## src/common/tod_defs.svh

```systemverilog
`ifndef TOD_DEFS_SVH
`define TOD_DEFS_SVH
`define TOD_OFS_CTRL    12'h000
`define TOD_OFS_STAT    12'h004
`define TOD_OFS_MATCH   12'h008
`define TOD_OFS_COUNT   12'h00c
`define TOD_CTRL_EN     7
`define TOD_CTRL_SRC_HI 6
`define TOD_CTRL_SRC_LO 5
`define TOD_CTRL_RST    4
`define TOD_CTRL_CKEN   3
`define TOD_CTRL_PS_HI  2
`define TOD_CTRL_PS_LO  0
`define TOD_STAT_QF     7
`define TOD_STAT_SF     6
`define TOD_STAT_MF     5
`define TOD_STAT_QIE    4
`define TOD_STAT_SIE    3
`define TOD_STAT_MIE    2
`define TOD_STAT_MEN    1
`define TOD_STAT_WP     0
`define TOD_RST_SRC     2'h0
`define TOD_RST_PS      3'h1
`define TOD_RST_CNT     8'h00
`define TOD_RST_MATCH   6'h00
`define TOD_DIV_PS0     22'h0000fa
`define TOD_DIV_PS1     22'h002000
`define TOD_DIV_PS2     22'h001f40
`define TOD_DIV_PS3     22'h002580
`define TOD_DIV_PS4     22'h12c000
`define TOD_DIV_PS5     22'h0f4240
`define TOD_DIV_PS6     22'h1e8480
`define TOD_DIV_PS7     22'h3d0900
`endif

```

## src/common/todi_pkg.sv

```systemverilog
`default_nettype none
package todi_pkg;
   typedef struct packed {
      logic [11:0] paddr;
      logic        psel;
      logic        penable;
      logic        pwrite;
      logic [31:0] pwdata;
   } todi_apb_req_t;
   typedef struct packed {
      logic [31:0] prdata;
      logic        pready;
      logic        pslverr;
   } todi_apb_rsp_t;
   typedef enum logic [1:0] {
      TODI_SRC_EXT = 2'h0,
      TODI_SRC_LPO = 2'h1,
      TODI_SRC_IRC = 2'h2,
      TODI_SRC_OFF = 2'h3
   } todi_src_t;
endpackage
`default_nettype wire

```

## src/todi_top.sv

```systemverilog
`timescale 1ns/1ps
`default_nettype none
`include "tod_defs.svh"
module todi_top #(
   parameter int DIV_W = 22
) (
   input  wire logic                   core_clk,                   // 125 MHz clock
   input  wire logic                   rst_n,                      // Async reset
   input  wire todi_pkg::todi_apb_req_t apb_req,                   // APB request
   output var  todi_pkg::todi_apb_rsp_t apb_rsp,                   // APB response
   input  wire logic                   external_oscillator_clock,  // Source 00 pin
   input  wire logic                   low_power_1khz_oscillator,  // Source 01 pin
   input  wire logic                   internal_reference_clock,   // Source 10 pin
   output logic                        tod_irq                     // Shared request
);
   import todi_pkg::*;

   if (DIV_W < 22) begin : g_chk
      $error("DIV_W too narrow for the largest prescale divisor");
   end

   logic             module_enable_q;
   todi_src_t        timebase_source_select_q;
   logic             derived_clock_out_enable_q;
   logic [2:0]       timebase_prescale_select_q;
   logic             quarter_tick_flag_q;
   logic             whole_second_flag_q;
   logic             compare_hit_flag_q;
   logic             quarter_tick_irq_enable_q;
   logic             whole_second_irq_enable_q;
   logic             compare_hit_irq_enable_q;
   logic             compare_function_enable_q;
   logic             compare_write_pending_q;
   logic [5:0]       match_q;
   logic [1:0]       mqsec_q;
   logic [7:0]       quarter_second_counter_q;
   logic [7:0]       cnt_d;
   logic [DIV_W-1:0] div_q;
   logic [DIV_W-1:0] div_d;

   // Source pins are asynchronous, so each passes three flops.
   logic [2:0] src_raw;
   logic [2:0] s1_q;
   logic [2:0] s2_q;
   logic [2:0] s3_q;
   logic [2:0] lvl_q;
   logic [2:0] src_edge;
   assign src_raw = {internal_reference_clock, low_power_1khz_oscillator,
                     external_oscillator_clock};

   for (genvar i = 0; i < 3; i++) begin : g_sync
      assign src_edge[i] = (s2_q[i] == s3_q[i]) && s3_q[i] && !lvl_q[i];
      always_ff @(posedge core_clk or negedge rst_n) begin
         if (!rst_n) begin
            s1_q[i]  <= 1'b0;
            s2_q[i]  <= 1'b0;
            s3_q[i]  <= 1'b0;
            lvl_q[i] <= 1'b0;
         end else begin
            s1_q[i] <= src_raw[i];
            s2_q[i] <= s1_q[i];
            s3_q[i] <= s2_q[i];
            if (s2_q[i] == s3_q[i]) begin
               lvl_q[i] <= s3_q[i];
            end
         end
      end
   end

   // APB decode; registers answer with no wait state.
   logic wr_en;
   logic rd_setup;
   logic sel_ctrl;
   logic sel_stat;
   logic sel_match;
   logic sel_count;
   logic mapped;
   logic [7:0] rd_byte;
   assign sel_ctrl  = apb_req.paddr == `TOD_OFS_CTRL;
   assign sel_stat  = apb_req.paddr == `TOD_OFS_STAT;
   assign sel_match = apb_req.paddr == `TOD_OFS_MATCH;
   assign sel_count = apb_req.paddr == `TOD_OFS_COUNT;
   assign mapped    = sel_ctrl || sel_stat || sel_match || sel_count;
   assign rd_setup  = apb_req.psel && !apb_req.penable;
   assign wr_en     = apb_req.psel && apb_req.penable && apb_req.pwrite
                      && apb_rsp.pready && mapped;

   logic [7:0] ctrl_rd;
   logic [7:0] stat_rd;
   assign ctrl_rd = {module_enable_q, timebase_source_select_q, 1'b0,
                     derived_clock_out_enable_q, timebase_prescale_select_q};
   assign stat_rd = {quarter_tick_flag_q, whole_second_flag_q, compare_hit_flag_q,
                     quarter_tick_irq_enable_q, whole_second_irq_enable_q,
                     compare_hit_irq_enable_q, compare_function_enable_q,
                     compare_write_pending_q};
   assign rd_byte = sel_ctrl  ? ctrl_rd :
                    sel_stat  ? stat_rd :
                    sel_match ? {match_q, mqsec_q} :
                    sel_count ? quarter_second_counter_q : 8'h00;

   logic wr_ctrl;
   logic wr_stat;
   logic wr_match;
   logic [7:0] wb;
   assign wb       = apb_req.pwdata[7:0];
   assign wr_ctrl  = wr_en && sel_ctrl;
   assign wr_stat  = wr_en && sel_stat;
   // A second match write while the first is still pending is dropped.
   assign wr_match = wr_en && sel_match && !compare_write_pending_q;

   always_ff @(posedge core_clk or negedge rst_n) begin
      if (!rst_n) begin
         apb_rsp <= '0;
      end else begin
         apb_rsp.pready  <= rd_setup;
         apb_rsp.pslverr <= rd_setup && !mapped;
         if (rd_setup) begin
            apb_rsp.prdata <= {24'h000000, rd_byte};
         end
      end
   end

   // Time base: pick a source, divide its edges down to 4 Hz.
   logic restart;
   logic src_tick;
   logic tick;
   logic [DIV_W-1:0] div_lim;
   logic [21:0] div_sel;
   assign restart = wr_ctrl && wb[`TOD_CTRL_RST];
   assign src_tick = (timebase_source_select_q == TODI_SRC_EXT) ? src_edge[0] :
                     (timebase_source_select_q == TODI_SRC_LPO) ? src_edge[1] :
                     (timebase_source_select_q == TODI_SRC_IRC) ? src_edge[2] :
                     1'b0;
   assign div_sel = (timebase_prescale_select_q == 3'h0) ? `TOD_DIV_PS0 :
                    (timebase_prescale_select_q == 3'h1) ? `TOD_DIV_PS1 :
                    (timebase_prescale_select_q == 3'h2) ? `TOD_DIV_PS2 :
                    (timebase_prescale_select_q == 3'h3) ? `TOD_DIV_PS3 :
                    (timebase_prescale_select_q == 3'h4) ? `TOD_DIV_PS4 :
                    (timebase_prescale_select_q == 3'h5) ? `TOD_DIV_PS5 :
                    (timebase_prescale_select_q == 3'h6) ? `TOD_DIV_PS6 :
                    `TOD_DIV_PS7;
   assign div_lim = DIV_W'(div_sel);
   assign tick = module_enable_q && !restart && src_tick
                 && (div_q == div_lim - DIV_W'(1));
   assign div_d = (!module_enable_q || restart || tick) ? '0 :
                  src_tick ? div_q + DIV_W'(1) : div_q;

   logic [7:0] cnt_inc;
   logic       hit;
   logic       sec_set;
   assign cnt_inc = quarter_second_counter_q + 8'h01;
   assign hit     = tick && compare_function_enable_q
                    && (cnt_inc == {match_q, mqsec_q});
   assign sec_set = tick && (cnt_inc[1:0] == 2'h0);
   // Disabling the module also returns the count to zero.
   assign cnt_d = (!module_enable_q || restart) ? `TOD_RST_CNT :
                  hit  ? {6'h00, cnt_inc[1:0]} :
                  tick ? cnt_inc : quarter_second_counter_q;

   // Next-state enables feed the request, so it follows a new enable without a cycle of lag.
   logic quarter_tick_irq_enable_d;
   logic whole_second_irq_enable_d;
   logic compare_hit_irq_enable_d;
   logic compare_function_enable_d;
   assign quarter_tick_irq_enable_d = wr_stat ? wb[`TOD_STAT_QIE] : quarter_tick_irq_enable_q;
   assign whole_second_irq_enable_d = wr_stat ? wb[`TOD_STAT_SIE] : whole_second_irq_enable_q;
   assign compare_hit_irq_enable_d  = wr_stat ? wb[`TOD_STAT_MIE] : compare_hit_irq_enable_q;
   assign compare_function_enable_d = wr_stat ? wb[`TOD_STAT_MEN] : compare_function_enable_q;

   // Set wins over a software clear in the same cycle.
   logic qf_d;
   logic sf_d;
   logic mf_d;
   logic irq_d;
   assign qf_d = (quarter_tick_flag_q && !(wr_stat && wb[`TOD_STAT_QF])) || tick;
   assign sf_d = (whole_second_flag_q && !(wr_stat && wb[`TOD_STAT_SF])) || sec_set;
   assign mf_d = (compare_hit_flag_q && !(wr_stat && wb[`TOD_STAT_MF])) || hit;
   assign irq_d = (qf_d && quarter_tick_irq_enable_d) || (sf_d && whole_second_irq_enable_d)
                  || (mf_d && compare_hit_irq_enable_d);

   always_ff @(posedge core_clk or negedge rst_n) begin
      if (!rst_n) begin
         quarter_second_counter_q <= `TOD_RST_CNT;
         div_q                    <= '0;
         quarter_tick_flag_q      <= 1'b0;
         whole_second_flag_q      <= 1'b0;
         compare_hit_flag_q       <= 1'b0;
         tod_irq                  <= 1'b0;
      end else begin
         quarter_second_counter_q <= cnt_d;
         div_q                    <= div_d;
         quarter_tick_flag_q      <= qf_d;
         whole_second_flag_q      <= sf_d;
         compare_hit_flag_q       <= mf_d;
         tod_irq                  <= irq_d;
      end
   end

   // Source and prescale are frozen while counting to keep the tick clean.
   always_ff @(posedge core_clk or negedge rst_n) begin
      if (!rst_n) begin
         module_enable_q            <= 1'b0;
         timebase_source_select_q   <= todi_src_t'(`TOD_RST_SRC);
         timebase_prescale_select_q <= `TOD_RST_PS;
         derived_clock_out_enable_q <= 1'b0;
      end else if (wr_ctrl) begin
         module_enable_q            <= wb[`TOD_CTRL_EN];
         derived_clock_out_enable_q <= wb[`TOD_CTRL_CKEN];
         if (!module_enable_q) begin
            timebase_source_select_q   <= todi_src_t'(wb[`TOD_CTRL_SRC_HI:`TOD_CTRL_SRC_LO]);
            timebase_prescale_select_q <= wb[`TOD_CTRL_PS_HI:`TOD_CTRL_PS_LO];
         end
      end
   end

   always_ff @(posedge core_clk or negedge rst_n) begin
      if (!rst_n) begin
         quarter_tick_irq_enable_q <= 1'b0;
         whole_second_irq_enable_q <= 1'b0;
         compare_hit_irq_enable_q  <= 1'b0;
         compare_function_enable_q <= 1'b0;
      end else begin
         quarter_tick_irq_enable_q <= quarter_tick_irq_enable_d;
         whole_second_irq_enable_q <= whole_second_irq_enable_d;
         compare_hit_irq_enable_q  <= compare_hit_irq_enable_d;
         compare_function_enable_q <= compare_function_enable_d;
      end
   end

   // The low match bits capture the live count phase at write time.
   always_ff @(posedge core_clk or negedge rst_n) begin
      if (!rst_n) begin
         match_q                 <= `TOD_RST_MATCH;
         mqsec_q                 <= 2'h0;
         compare_write_pending_q <= 1'b0;
      end else begin
         compare_write_pending_q <= wr_match;
         if (wr_match) begin
            match_q <= wb[7:2];
            mqsec_q <= quarter_second_counter_q[1:0];
         end
      end
   end

   logic seen_q;
   always_ff @(posedge core_clk or negedge rst_n) begin
      if (!rst_n) begin
         seen_q <= 1'b0;
      end else begin
         seen_q <= 1'b1;
      end
   end
endmodule
`default_nettype wire

```

## config.mk

```make
export PLATFORM = sky130hd
export DESIGN_NAME = todi_top
export DESIGN_NICKNAME = d
export VERILOG_FILES = /design/src/common/todi_pkg.sv /design/src/todi_top.sv
export VERILOG_INCLUDE_DIRS = /design/src /design/src/common
export SDC_FILE = /design/constraint.sdc
export NUM_CORES = 1
export LEC_CHECK = 0
export BUFFER_PORTS_ARGS = -buffer_cell sky130_fd_sc_hd__buf_2
export CORE_MARGIN = 10
export CORE_UTILIZATION = 60
export DETAILED_ROUTE_END_ITERATION = 8
export GPL_TIMING_DRIVEN = 0
export HOLD_SLACK_MARGIN = 0.1
export PLACE_DENSITY = 0.85
export SLEW_MARGIN = 20
export SYNTH_ARGS = -nofsm -noshare
export SYNTH_HDL_FRONTEND = slang
export SYNTH_SLANG_ARGS = --single-unit
```

## constraint.sdc

```tcl
create_clock -name core_clk -period 8 [get_ports core_clk]
set_clock_uncertainty 0.05 [all_clocks]
set_input_delay 0.8 -clock core_clk [delete_from_list [all_inputs] [get_ports core_clk]]
set_output_delay 0.8 -clock core_clk [all_outputs]
set_load 0.005 [all_outputs]
```

# Word-level counts from Yosys, hierarchy flattened
# Cells that the tools add are included.
# totals
elab_cells	134
reg_bits	76
# op_classes
n_mux	22
eq_ne	16
addsub	3
reduce_logical	60
bitwise	1
# ops
op	n
two-way mux 22 bit	9
two-way mux 8 bit	7
logical AND 1 bit	32
equality test 12 x 4 -> 1 bit (second input constant)	2
adder 22 x 1 -> 22 bit (second input constant)	1
equality test 22 bit	1
subtractor 22 x 1 -> 22 bit (second input constant)	1
equality test 12 x 3 -> 1 bit (second input constant)	1
zero test 12 bit	1
zero test 1 bit	11
logical OR 1 bit	10
equality test 3 bit (second input constant)	3
adder 8 x 1 -> 8 bit (second input constant)	1
equality test 8 bit	1
equality test 3 x 2 -> 1 bit (second input constant)	2
two-way mux 1 bit	6
zero test 2 bit	2
equality test 1 bit	3
equality test 3 x 1 -> 1 bit (second input constant)	1
zero test 3 bit	1
nonzero test 3 bit	1
equality test 2 x 1 -> 1 bit (second input constant)	1
equality test 2 bit (second input constant)	1
AND reduction 2 bit	1
2 further kinds	2

# Longest topological paths before layout
# Gate-level depths: netlist of run 1.
# depth
word_depth	16
depth_mapped	15
ltp_nobuf	13

# Least setup slack after synthesis of run 1
# Ideal clock, no wire load.
# synth_timing
path_kind	reg-to-reg
startpoint	register timebase_prescale_select_q[0]
endpoint	register div_q[0]
arrival_ns	2.913
path_stages_with_launch	16
slack_ns	4.918
setup_ns	0.119
cell_sequence	dfstp_2 buf_2 clkbuf_1 nor2_1 nor3_1 a21oi_1 ha_1 xnor2_1 a2111oi_0 a311oi_1 nand3_1 nor4_4 inv_2 nand2_4 buf_6 nor2_1
# synth_via
elab_chain_len	13
elab_cells_between_ends	20
# synth_lines
item	line	source
start: declaration	todi_top.sv:25	logic [2:0] timebase_prescale_select_q;
start signal: assignment	todi_top.sv:204	timebase_prescale_select_q <= `TOD_RST_PS;
start signal: assignment	todi_top.sv:211	timebase_prescale_select_q <= wb[`TOD_CTRL_PS_HI:`TOD_CTRL_PS_LO];
equality test 3 bit	todi_top.sv:140	(timebase_prescale_select_q == 3'h6) ? `TOD_DIV_PS6 :
two-way mux 22 bit (no line) (6 in a row)	-	
two-way mux 22 bit (no line) (*)	-	
subtractor 22 x 1 -> 22 bit (*)	todi_top.sv:144	&& (div_q == div_lim - DIV_W'(1));
equality test 22 bit (*)	todi_top.sv:144	
logical AND 1 bit (*)	todi_top.sv:144	
logical OR 1 bit (*)	todi_top.sv:145	assign div_d = (!module_enable_q || restart || tick) ? '0 :
two-way mux 22 bit or nonzero test 2 bit (tied branches)	-	
end signal: assignment	todi_top.sv:191	div_q <= div_d;
end: declaration	todi_top.sv:38	logic [DIV_W-1:0] div_q;
# Mark *: on every way between the ends. The rest lies on a longest branch, timed or not.
# A chain may end at the register's enable or synchronous reset.

# Final worst setup path of run 1
# layout_timing
startpoint	register timebase_prescale_select_q[0]
endpoint	register div_q[5]
# Same word-level chain as after synthesis.

==> results.py, run 1 <==
metrics = {
    "clocking": {
        "cts_made_buffers": 9,
        "clockBufferDepth": 2,
        "cts_resized": 0,
        "cts.sinks": 76,
        "insertion_delay_ns": 0.37,
        "tritoncts": "yes",
        "path_clk_slew_ns": 0.09,
        "post_cts_buffers": 0,
        "cts_max_level": 3,
        "cts_hold_buf": 0,
        "cts_root_buf": "clkbuf_8",
    },
    "sta": {
        "finalCritPeriodShare_pct": 48.5,
        "relSlewSlack_pct": 52.3,
        "fmax_mhz": 258,
        "worst_slew_pin_slew_ns": 0.710,
        "maxSlewViolCount": 0,
        "fin_crit_ns": 3.88,
        "finalSetupTns_ns": 0,
        "whs_ns": 0.263,
        "rsz0062_at_grt": "no",
        "hold_viol_final": 0,
        "setup_violations": 0,
    },
    "setup_path": {
        "crit_fanout": 10,
        "crit_slowest_cell": "nor4_4",
        "path_depth": 15,
        "worstPathCellList": "buf_2, clkbuf_1, nor2_1, nor3_1, a21oi_1, ha_1, xnor2_1, a2111oi_0, a311oi_1, nand3_1, nor4_4, inv_2, nand2_4, buf_6, nor2_1",
        "worstSetupPathType": "flop to flop",
        "worstReg2RegEnd": "div_q[5]",
        "crit_path_max_incr_delay_ns": 0.60,
        "critical_path_arrival_ns": 4.07,
        "crit_buf_inv": 4,
        "cp_common_cell": "nor2_1",
        "critPathCaptureType": "flop",
        "crit_family": "simple AND/OR/NAND/NOR gates",
        "worstPathRequired_ns": 8.19,
        "r2r_cells": 15,
        "r2r_start": "timebase_prescale_select_q[0]",
        "rrSetupSlack_ns": 4.12,
        "critPathLaunch": "timebase_prescale_select_q[0]",
        "cp-start-kind": "flop",
    },
    "floorplan": {
        "die_area_um2": 11800,
        "std_cell_rows": 32,
        "initial_core_util_pct": 61.6,
        "fp.dieW_um": 109,
        "fp.dieH_um": 109,
        "core_area_um2": 7690,
        "ios": 87,
    },
    "detailed_routing": {
        "ant_nets": 0,
        "vias": 3875,
        "viasPerCell": 5.93,
        "drc": 0,
        "routed_wl_um": 11500,
        "wl_per_cell_um": 17.5,
        "first_pass_iters": 5,
        "drt-initial-drc-count": 320,
    },
    "global_route": {
        "grt_first_pass_wirelength_um": 18700,
        "use_met2_pct": 31.6,
        "grt-busiest-layer": "met2",
        "grt_util_met3_pct": 4.48,
        "antenna_found_initial": 0,
        "use_met1_pct": 25.9,
        "grt_pass1_vias": 3715,
        "grt_max_degree": 57,
        "grt_use_total_pct": 19.7,
        "grt_remaining_overflow": 0,
    },
    "layout": {
        "multiInputGateArea_um2": 2570,
        "antenna_cells": 0,
        "area.growth.synth_to_final_pct": 14.4,
        "ff_latch_area_um2": 1900,
        "fin_nets": 605,
        "n_fill_cell": 608,
        "layout-drive-gt1-share_pct": 25.0,
    },
    "job": {
        "max-cap-violations": 0,
    },
    "logic_synthesis": {
        "yosysWarnings": 0,
        "netlist.area_leader.share_pct": 39.7,
        "synth_ff_type": "dfrtp_1",
        "async_reset_ff_share_pct": 100,
        "yosysTopAreaCell": "dfrtp_1",
        "synth_seq_area_share_pct": 40.2,
        "synth_most_common_cell": "dfrtp_1",
        "yosysUniqueCellTypes": 76,
        "syn_inst": 473,
        "avgSynthCellArea_um2": 10.0,
        "synth_edf_count": 0,
        "synth_area_um2": 4730,
        "synthTopCellsByCount": "dfrtp_1 (75), nor2_1 (39), nand2_1 (38), buf_4 (25), o21ai_0 (24)",
        "netlist_top_cells_area": "dfrtp_1 (40%), mux2_2 (4.3%), buf_4 (4.0%)",
        "ys_ff_latch": 76,
    },
    "pwr": {
        "total_power_uw": 801,
        "power.density_nw_per_um2": 148,
        "vdd_drop_max_mv": 0.148,
        "leakage_uw": 0.00235,
    },
    "place": {
        "gp_congestion": 0.947,
        "port_buffers": 38,
        "hpwl_um": 8320,
    },
    "run_status": {
        "status": "complete, no violations",
    },
    "worst_hold_path": {
        "hold_class": "input port to async pin",
    },
}
through the flow:
step / area, um2 / utilization (%) / std cells / setup slack, ns
after floorplan: 4820 / - / 496 / 4.92
after global placement: 5140 / 66.8 / 636 / 4.30
after detailed placement: 5170 / 67.2 / 637 / 4.23
after CTS: 5410 / 70.3 / 653 / 4.18
after global routing: 5420 / 70.5 / 653 / 3.73
final: 5420 / 70.5 / 653 / 4.12
routing by layer:
| layer | up-vias | routed length, um | part of all wire (%) |
|---|---|---|---|
| met3 | 21 | 1010 | 8.8 |
| met4 | 0 | 161 | 1.4 |
| met1 | 1864 | 4710 | 41 |
| met2 | 179 | 5570 | 49 |
| met5 | - | 0 | 0 |
| li1 | 1811 | - | - |
layout by cell type (no fill, tap or decap), types with 8 or more instances in the layout:
cell	Yosys	final
a21oi_1	12	12
and3_1	9	9
buf_2	3	40
buf_4	25	26
clkbuf_1	13	14
clkbuf_8	2	11
conb_1	1	24
dfrtp_1	75	75
inv_1	8	8
mux2_2	18	18
nand2_1	38	38
nand2b_1	14	14
nand3_1	14	14
nand4_1	19	19
nor2_1	39	39
nor3_1	9	9
o21ai_0	24	24
xnor2_1	17	17
xor2_1	17	17
cells by family after synthesis:
family	share of synthesized area, %
XOR/XNOR	6.29
AO/OA/AOI/OAI	12.0
other	0.0792
multiplexers	8.46
buffers and inverters	7.48
adder cells (fa/ha/maj)	1.85
flip-flops	40.2
AND/OR/NAND/NOR	23.6
power breakdown:
| part | total, uW | switching, uW | internal [uW] |
|---|---|---|---|
| combinational | 50.2 | 27.6 | 22.6 |
| sequential | 391 | 2.36 | 389 |
| clock | 360 | 152 | 208 |
| total | 801 | 182 | 619 |
state kept, by name, summed over array words and instances, names as in the netlist, 3 cells and up:
name and flops:
div_q 22, apb_rsp 10, s3_q 3, timebase_prescale_select_q 3
s2_q 3, s1_q 3, match_q 6, quarter_second_counter_q 8
lvl_q 3
worst max-delay path by stage:
stage                             endpoint
5_1_grt        quarter_second_counter_q[3]
2_1_floorplan                     div_q[0]
3_5_place_dp   quarter_second_counter_q[7]
6_report                          div_q[5]
3_3_place_gp   quarter_second_counter_q[7]
4_1_cts                           div_q[5]
cell type report:
class | count | area share (%)
inverter | 9 | 0.624
clock buffer | 10 | 2.36
buffer | 47 | 5.91
multi-input combinational | 364 | 47.5
sequential | 76 | 35.1
clock inverter | 6 | 2.08
timing repair buffer | 39 | 4.07
tap | 102 | 2.36
No activity file was read; power rests on OpenSTA's default activity.
==> run 2, diff against run 1 <==
--- a/config.mk
+++ b/config.mk
@@ -8,11 +8,11 @@
 export LEC_CHECK = 0
 export BUFFER_PORTS_ARGS = -buffer_cell sky130_fd_sc_hd__buf_2
 export CORE_MARGIN = 10
-export CORE_UTILIZATION = 60
+export CORE_UTILIZATION = 56
 export DETAILED_ROUTE_END_ITERATION = 8
 export GPL_TIMING_DRIVEN = 0
 export HOLD_SLACK_MARGIN = 0.1
-export PLACE_DENSITY = 0.85
+export PLACE_DENSITY = 0.8
 export SLEW_MARGIN = 20
 export SYNTH_ARGS = -nofsm -noshare
 export SYNTH_HDL_FRONTEND = slang
==> constraint.sdc (replaced) <==
create_clock -name core_clk -period 3.66 [get_ports core_clk]
set_clock_uncertainty 0.05 [all_clocks]
set_input_delay 0.366 -clock core_clk [delete_from_list [all_inputs] [get_ports core_clk]]
set_output_delay 0.366 -clock core_clk [all_outputs]
set_load 0.005 [all_outputs]
==> results.py, run 2 (synthesis gave the netlist of run 1 again) <==
metrics = {
    "global_route": {
        "grt_first_pass_wirelength_um": 18900,
        "antenna_found_initial": 0,
        "grt_use_total_pct": 17.9,
        "grt_max_degree": 48,
        "grt_remaining_overflow": 0,
        "grt_pass1_vias": 3779,
    },
    "pwr": {
        "leakage_uw": 0.00241,
        "total_power_uw": 1820,
        "vdd_drop_max_mv": 0.277,
        "combPwrFrac_pct": 6.2,
        "seqPwrFrac_pct": 47.1,
        "switching_power_uw": 395,
        "power.density_nw_per_um2": 329,
        "netSwitchingFraction_pct": 21.7,
        "power_frac_clock_pct": 46.7,
        "p_int_uw": 1420,
    },
    "setup_path": {
        "worstSetupPathType": "flop to flop",
        "critPathLaunch": "timebase_prescale_select_q[0]",
        "cp-start-kind": "flop",
        "r2r_cells": 15,
        "crit_fanout": 10,
        "critical_path_arrival_ns": 3.65,
        "r2r_start": "timebase_prescale_select_q[0]",
        "worstPathRequired_ns": 3.84,
        "critPathCaptureType": "flop",
    },
    "place": {
        "hpwl_um": 8480,
        "port_buffers": 38,
        "gp_congestion": 0.900,
    },
    "clocking": {
        "cts_max_level": 3,
        "insertion_delay_ns": 0.36,
        "clockBufferDepth": 2,
        "cts_root_buf": "clkbuf_8",
        "cts_made_buffers": 9,
        "cts.sinks": 76,
        "tritoncts": "yes",
        "path_clk_slew_ns": 0.08,
    },
    "sta": {
        "rsz0062_at_grt": "no",
        "hold_viol_final": 0,
        "fmax_mhz": 288,
        "fin_crit_ns": 3.47,
        "whs_ns": 0.193,
        "relSlewSlack_pct": 50.2,
        "maxSlewViolCount": 0,
        "finalCritPeriodShare_pct": 94.8,
        "worst_slew_pin_slew_ns": 0.742,
        "setup_violations": 0,
    },
    "detailed_routing": {
        "ant_nets": 0,
        "drt-initial-drc-count": 372,
        "vias": 3895,
        "first_pass_iters": 5,
        "drc": 0,
        "viasPerCell": 5.90,
        "wl_per_cell_um": 17.3,
        "routed_wl_um": 11400,
    },
    "floorplan": {
        "die_area_um2": 12500,
        "initial_core_util_pct": 57.6,
        "fp.dieH_um": 112,
        "ios": 87,
        "core_area_um2": 8220,
        "fp.dieW_um": 112,
        "std_cell_rows": 33,
    },
    "worst_hold_path": {
        "min_delay_path_depth": 2,
        "hold_class": "input port to flop",
        "hp-start": "apb_req[0]",
    },
    "layout": {
        "most-common-layout-cells": "dfrtp_1 (75), buf_2 (40), nor2_1 (39)",
        "fin_nets": 610,
        "n_fill_cell": 640,
        "top_regs": "div_q: 22 flops, apb_rsp: 10 flops, quarter_second_counter_q: 8 flops",
        "antenna_cells": 0,
        "layout-drive-gt1-share_pct": 25.8,
        "largest_reg_flops": 22,
        "regMostFlops": "div_q",
        "final_common_cell": "dfrtp_1",
        "area.growth.synth_to_final_pct": 16.5,
    },
    "run_status": {
        "status": "complete, no violations",
    },
    "job": {
        "max-cap-violations": 0,
    },
}
==> run 2: changes by cell type in the layout (fill, tap and decap cells not counted), sizes merged <==
cell         delta
clkbuf          -2
dlygate4sd3     +4
buf             +2
bufinv          +1
clkinv          -1
==> run 2: power by group through the flow <==
stage | Combinational (uW) | Sequential (uW) | Clock [uW]
finish | 113 | 855 | 849
global route | 127 | 856 | 882
CTS | 113 | 855 | 856
detailed placement | 110 | 872 | 0
global placement | 103 | 871 | 0
floorplan | 58.1 | 871 | 0
==> run 2: critical path, stage by stage, from the launching register on <==
cell,delay [ns]
dfstp_2,0.52
buf_2,0.19
clkbuf_2,0.24
nor2_1,0.08
nor3_1,0.15
a21oi_1,0.06
ha_1,0.30
xnor2_1,0.17
a2111oi_1,0.43
a311oi_1,0.15
nand3_1,0.16
nor4_4,0.04
buf_4,0.19
buf_4,0.15
a221oi_1,0.28
o21ai_0,0.16
==> run 2: final timing paths <==
kind | slack [ns] | endpoint
max in group asynchronous | 2.52 | timebase_prescale_select_q[0]
min in group asynchronous | 0.43 | quarter_second_counter_q[6]
min | 0.19 | timebase_prescale_select_q[0]
max | 0.19 | tod_irq
min reg2reg | 0.31 | s2_q[1]
max reg2reg | 0.19 | tod_irq
==> run 2: area by class of cell <==
type	instances	area (um2)	share of cell area (%)
inverter	9	33.8	0.613
multi-input combinational	364	2590	47.0
timing repair buffer	45	275	4.99
sequential	76	1900	34.5
clock inverter	6	138	2.50
tap	105	131	2.38
buffer	46	318	5.76
clock buffer	9	124	2.25
==> run 2: repair_timing <==
action                                  CTS  global route
buffers inserted                          2             0
hold buffers                              4             0
endpoints found under the hold margin    32             0
pin swaps                                 1             2
endpoints found under the setup margin   26            30
resized for setup                         1             5
==> run 2: metal layers <==
layer / up-vias / global-route usage (%) / share of wire, %
met5: - / 0 / 0
met4: 0 / 4.99 / 1.5
met3: 18 / 4.56 / 9.2
met2: 183 / 27.4 / 46
met1: 1868 / 24.5 / 43
li1: 1826 / - / -
==> run 2: through the flow <==
step                      util [%]  TNS, ns  setup slack [ns]  cells  area (um2)
after floorplan                  -        0             0.578    496        4820
after global placement        62.6        0            0.0213    639        5140
after detailed placement      63.0   -0.538           -0.0792    640        5180
after CTS                     67.0        0           0.00417    661        5500
after global routing          67.1        0            0.0132    660        5520
final                         67.1        0             0.192    660        5520
==> run 3, diff against run 2 <==
--- a/config.mk
+++ b/config.mk
@@ -8,11 +8,11 @@
 export LEC_CHECK = 0
 export BUFFER_PORTS_ARGS = -buffer_cell sky130_fd_sc_hd__buf_2
 export CORE_MARGIN = 10
-export CORE_UTILIZATION = 56
+export CORE_UTILIZATION = 48
 export DETAILED_ROUTE_END_ITERATION = 8
 export GPL_TIMING_DRIVEN = 0
 export HOLD_SLACK_MARGIN = 0.1
-export PLACE_DENSITY = 0.8
+export PLACE_DENSITY = 0.7
 export SLEW_MARGIN = 20
 export SYNTH_ARGS = -nofsm -noshare
 export SYNTH_HDL_FRONTEND = slang
==> results.py, run 3 (synthesis gave the netlist of run 1 again) <==
metrics = {
    "setup_path": {
        "crit_family": "compound AO/OA/AOI/OAI gates",
        "worstSetupPathType": "flop to flop",
        "worstPathCellList": "buf_2, clkbuf_2, nor2_1, nor3_1, a21oi_1, ha_1, xnor2_1, a2111oi_0, a311oi_1, nand3_1, nor4_4, buf_4, a31o_2, nand2_1, o21ai_0",
        "r2r_start": "timebase_prescale_select_q[0]",
        "critPathLaunch": "timebase_prescale_select_q[0]",
        "cp-start-kind": "flop",
        "crit_buf_inv": 3,
        "critPathCaptureType": "flop",
        "crit_path_max_incr_delay_ns": 0.51,
        "critical_path_arrival_ns": 3.54,
        "worstPathRequired_ns": 3.89,
        "crit_slowest_cell": "dfstp_2",
        "crit_fanout": 10,
    },
    "clocking": {
        "path_clk_slew_ns": 0.08,
        "tritoncts": "yes",
        "cts.sinks": 76,
        "clockBufferDepth": 2,
        "insertion_delay_ns": 0.37,
        "cts_made_buffers": 9,
        "cts_max_level": 3,
        "cts_root_buf": "clkbuf_8",
    },
    "layout": {
        "largest_reg_flops": 22,
        "most-common-layout-cells": "dfrtp_1 (75), buf_2 (40), nor2_1 (39)",
        "final_cells": 690,
        "fin_nets": 611,
        "final_common_cell": "dfrtp_1",
        "antenna_cells": 0,
        "area.growth.synth_to_final_pct": 16.0,
        "utilization_pct": 56.7,
        "regMostFlops": "div_q",
        "layout-drive-gt1-share_pct": 25.3,
        "top_regs": "div_q: 22 flops, apb_rsp: 10 flops, quarter_second_counter_q: 8 flops",
    },
    "detailed_routing": {
        "first_pass_iters": 6,
        "wl_per_cell_um": 16.6,
        "routed_wl_um": 11400,
        "vias": 3813,
        "drc": 0,
        "drt-initial-drc-count": 226,
        "viasPerCell": 5.53,
        "ant_nets": 0,
    },
    "pwr": {
        "netSwitchingFraction_pct": 23.7,
        "leakage_uw": 0.00239,
        "p_int_uw": 1260,
        "power.density_nw_per_um2": 300,
        "switching_power_uw": 390,
        "power_frac_clock_pct": 41.2,
        "combPwrFrac_pct": 6.9,
        "seqPwrFrac_pct": 51.9,
        "total_power_uw": 1650,
        "vdd_drop_max_mv": 0.176,
    },
    "sta": {
        "relSlewSlack_pct": 49.3,
        "worst_slew_pin_slew_ns": 0.754,
        "finalCritPeriodShare_pct": 90.4,
        "fmax_mhz": 302,
        "fin_crit_ns": 3.31,
        "maxSlewViolCount": 0,
        "rsz0062_at_grt": "no",
        "setup_violations": 0,
        "hold_viol_final": 0,
    },
    "floorplan": {
        "std_cell_rows": 36,
        "fp.dieH_um": 119,
        "die_area_um2": 14200,
        "core_area_um2": 9680,
        "initial_core_util_pct": 48.9,
        "ios": 87,
        "fp.dieW_um": 119,
    },
    "global_route": {
        "grt_max_degree": 55,
        "antenna_found_initial": 0,
        "grt_pass1_vias": 3816,
        "grt_remaining_overflow": 0,
        "grt_use_total_pct": 16.5,
        "grt_first_pass_wirelength_um": 19400,
    },
    "place": {
        "hpwl_um": 8510,
        "port_buffers": 38,
        "dp_cells": 668,
        "gp_congestion": 0.872,
    },
    "worst_hold_path": {
        "hold_class": "input port to flop",
        "hp-start": "apb_req[1]",
    },
    "job": {
        "max-cap-violations": 0,
    },
    "run_status": {
        "status": "complete, no violations",
    },
}
run 3: cell types whose count changed in the layout (fill, tap and decap cells not counted):
cell / delta
clkinv_4: -2
a2111oi_0: +1
nand3_1: +1
nand3_2: -1
bufinv_16: -3
inv_6: +1
a2111oi_1: -1
clkinv_2: +1
clkbuf_1: +3
clkbuf_8: +2
run 3: final timing paths:
check	slack [ns]	cells after the start	to
worst min register to register	0.30	0	s2_q[2]
worst min-delay path	0.19	3	timebase_prescale_select_q[1]
worst max-delay path	0.35	15	tod_irq
max in group asynchronous	2.56	3	timebase_prescale_select_q[0]
worst max register to register	0.35	15	tod_irq
min in group asynchronous	0.38	2	div_q[19]
run 3: layout make-up:
type	count	area, um2
Fill cell	871	4200
Multi-Input combinational cell	364	2590
Sequential cell	76	1900
Buffer	47	322
Timing Repair Buffer	45	275
Tap cell	133	166
Clock buffer	13	159
Clock inverter	3	43.8
Inverter	9	33.8
run 3: worst min-delay path, stage by stage:
cell     delay (ns)
buf_2          0.10
nand2_1        0.04
o21ai_0        0.06
run 3: through the flow:
| step | TNS, ns | area, um2 | hold slack (ns) | setup slack [ns] |
|---|---|---|---|---|
| 6_report | 0 | 5490 | 0.191 | 0.350 |
| 5_1_grt | 0 | 5490 | 0.180 | 0.0464 |
| 4_1_cts | 0 | 5480 | 0.179 | 0.0395 |
| 3_5_place_dp | -1.82 | 5220 | 0.243 | -0.121 |
| 3_3_place_gp | -0.224 | 5180 | 0.283 | -0.0261 |
| 2_1_floorplan | 0 | 4820 | 0.0204 | 0.578 |
run 3: per-layer routing:
metal / routed length [um] / global-route usage, % / vias up
met5: 0 / 0 / -
met4: 176 / 5.28 / 0
met3: 775 / 4.91 / 20
met2: 5290 / 25.5 / 135
met1: 5190 / 21.8 / 1831
li1: - / - / 1827
run 3: repair_timing:
action / CTS / global route
setup endpoints to repair: 26 / 31
hold endpoints to repair: 25 / 0
hold buffers: 4 / 0
pin swaps: 1 / 2
gates resized for setup: 1 / 3
buffers inserted: 2 / 0
run 3: power groups by stage:
stage               combinational [uW]  sequential (uW)  clock, uW
global route                       126              857        728
CTS                                113              855        691
global placement                   103              871          0
finish                             113              855        679
detailed placement                 110              872          0
floorplan                         58.1              871          0
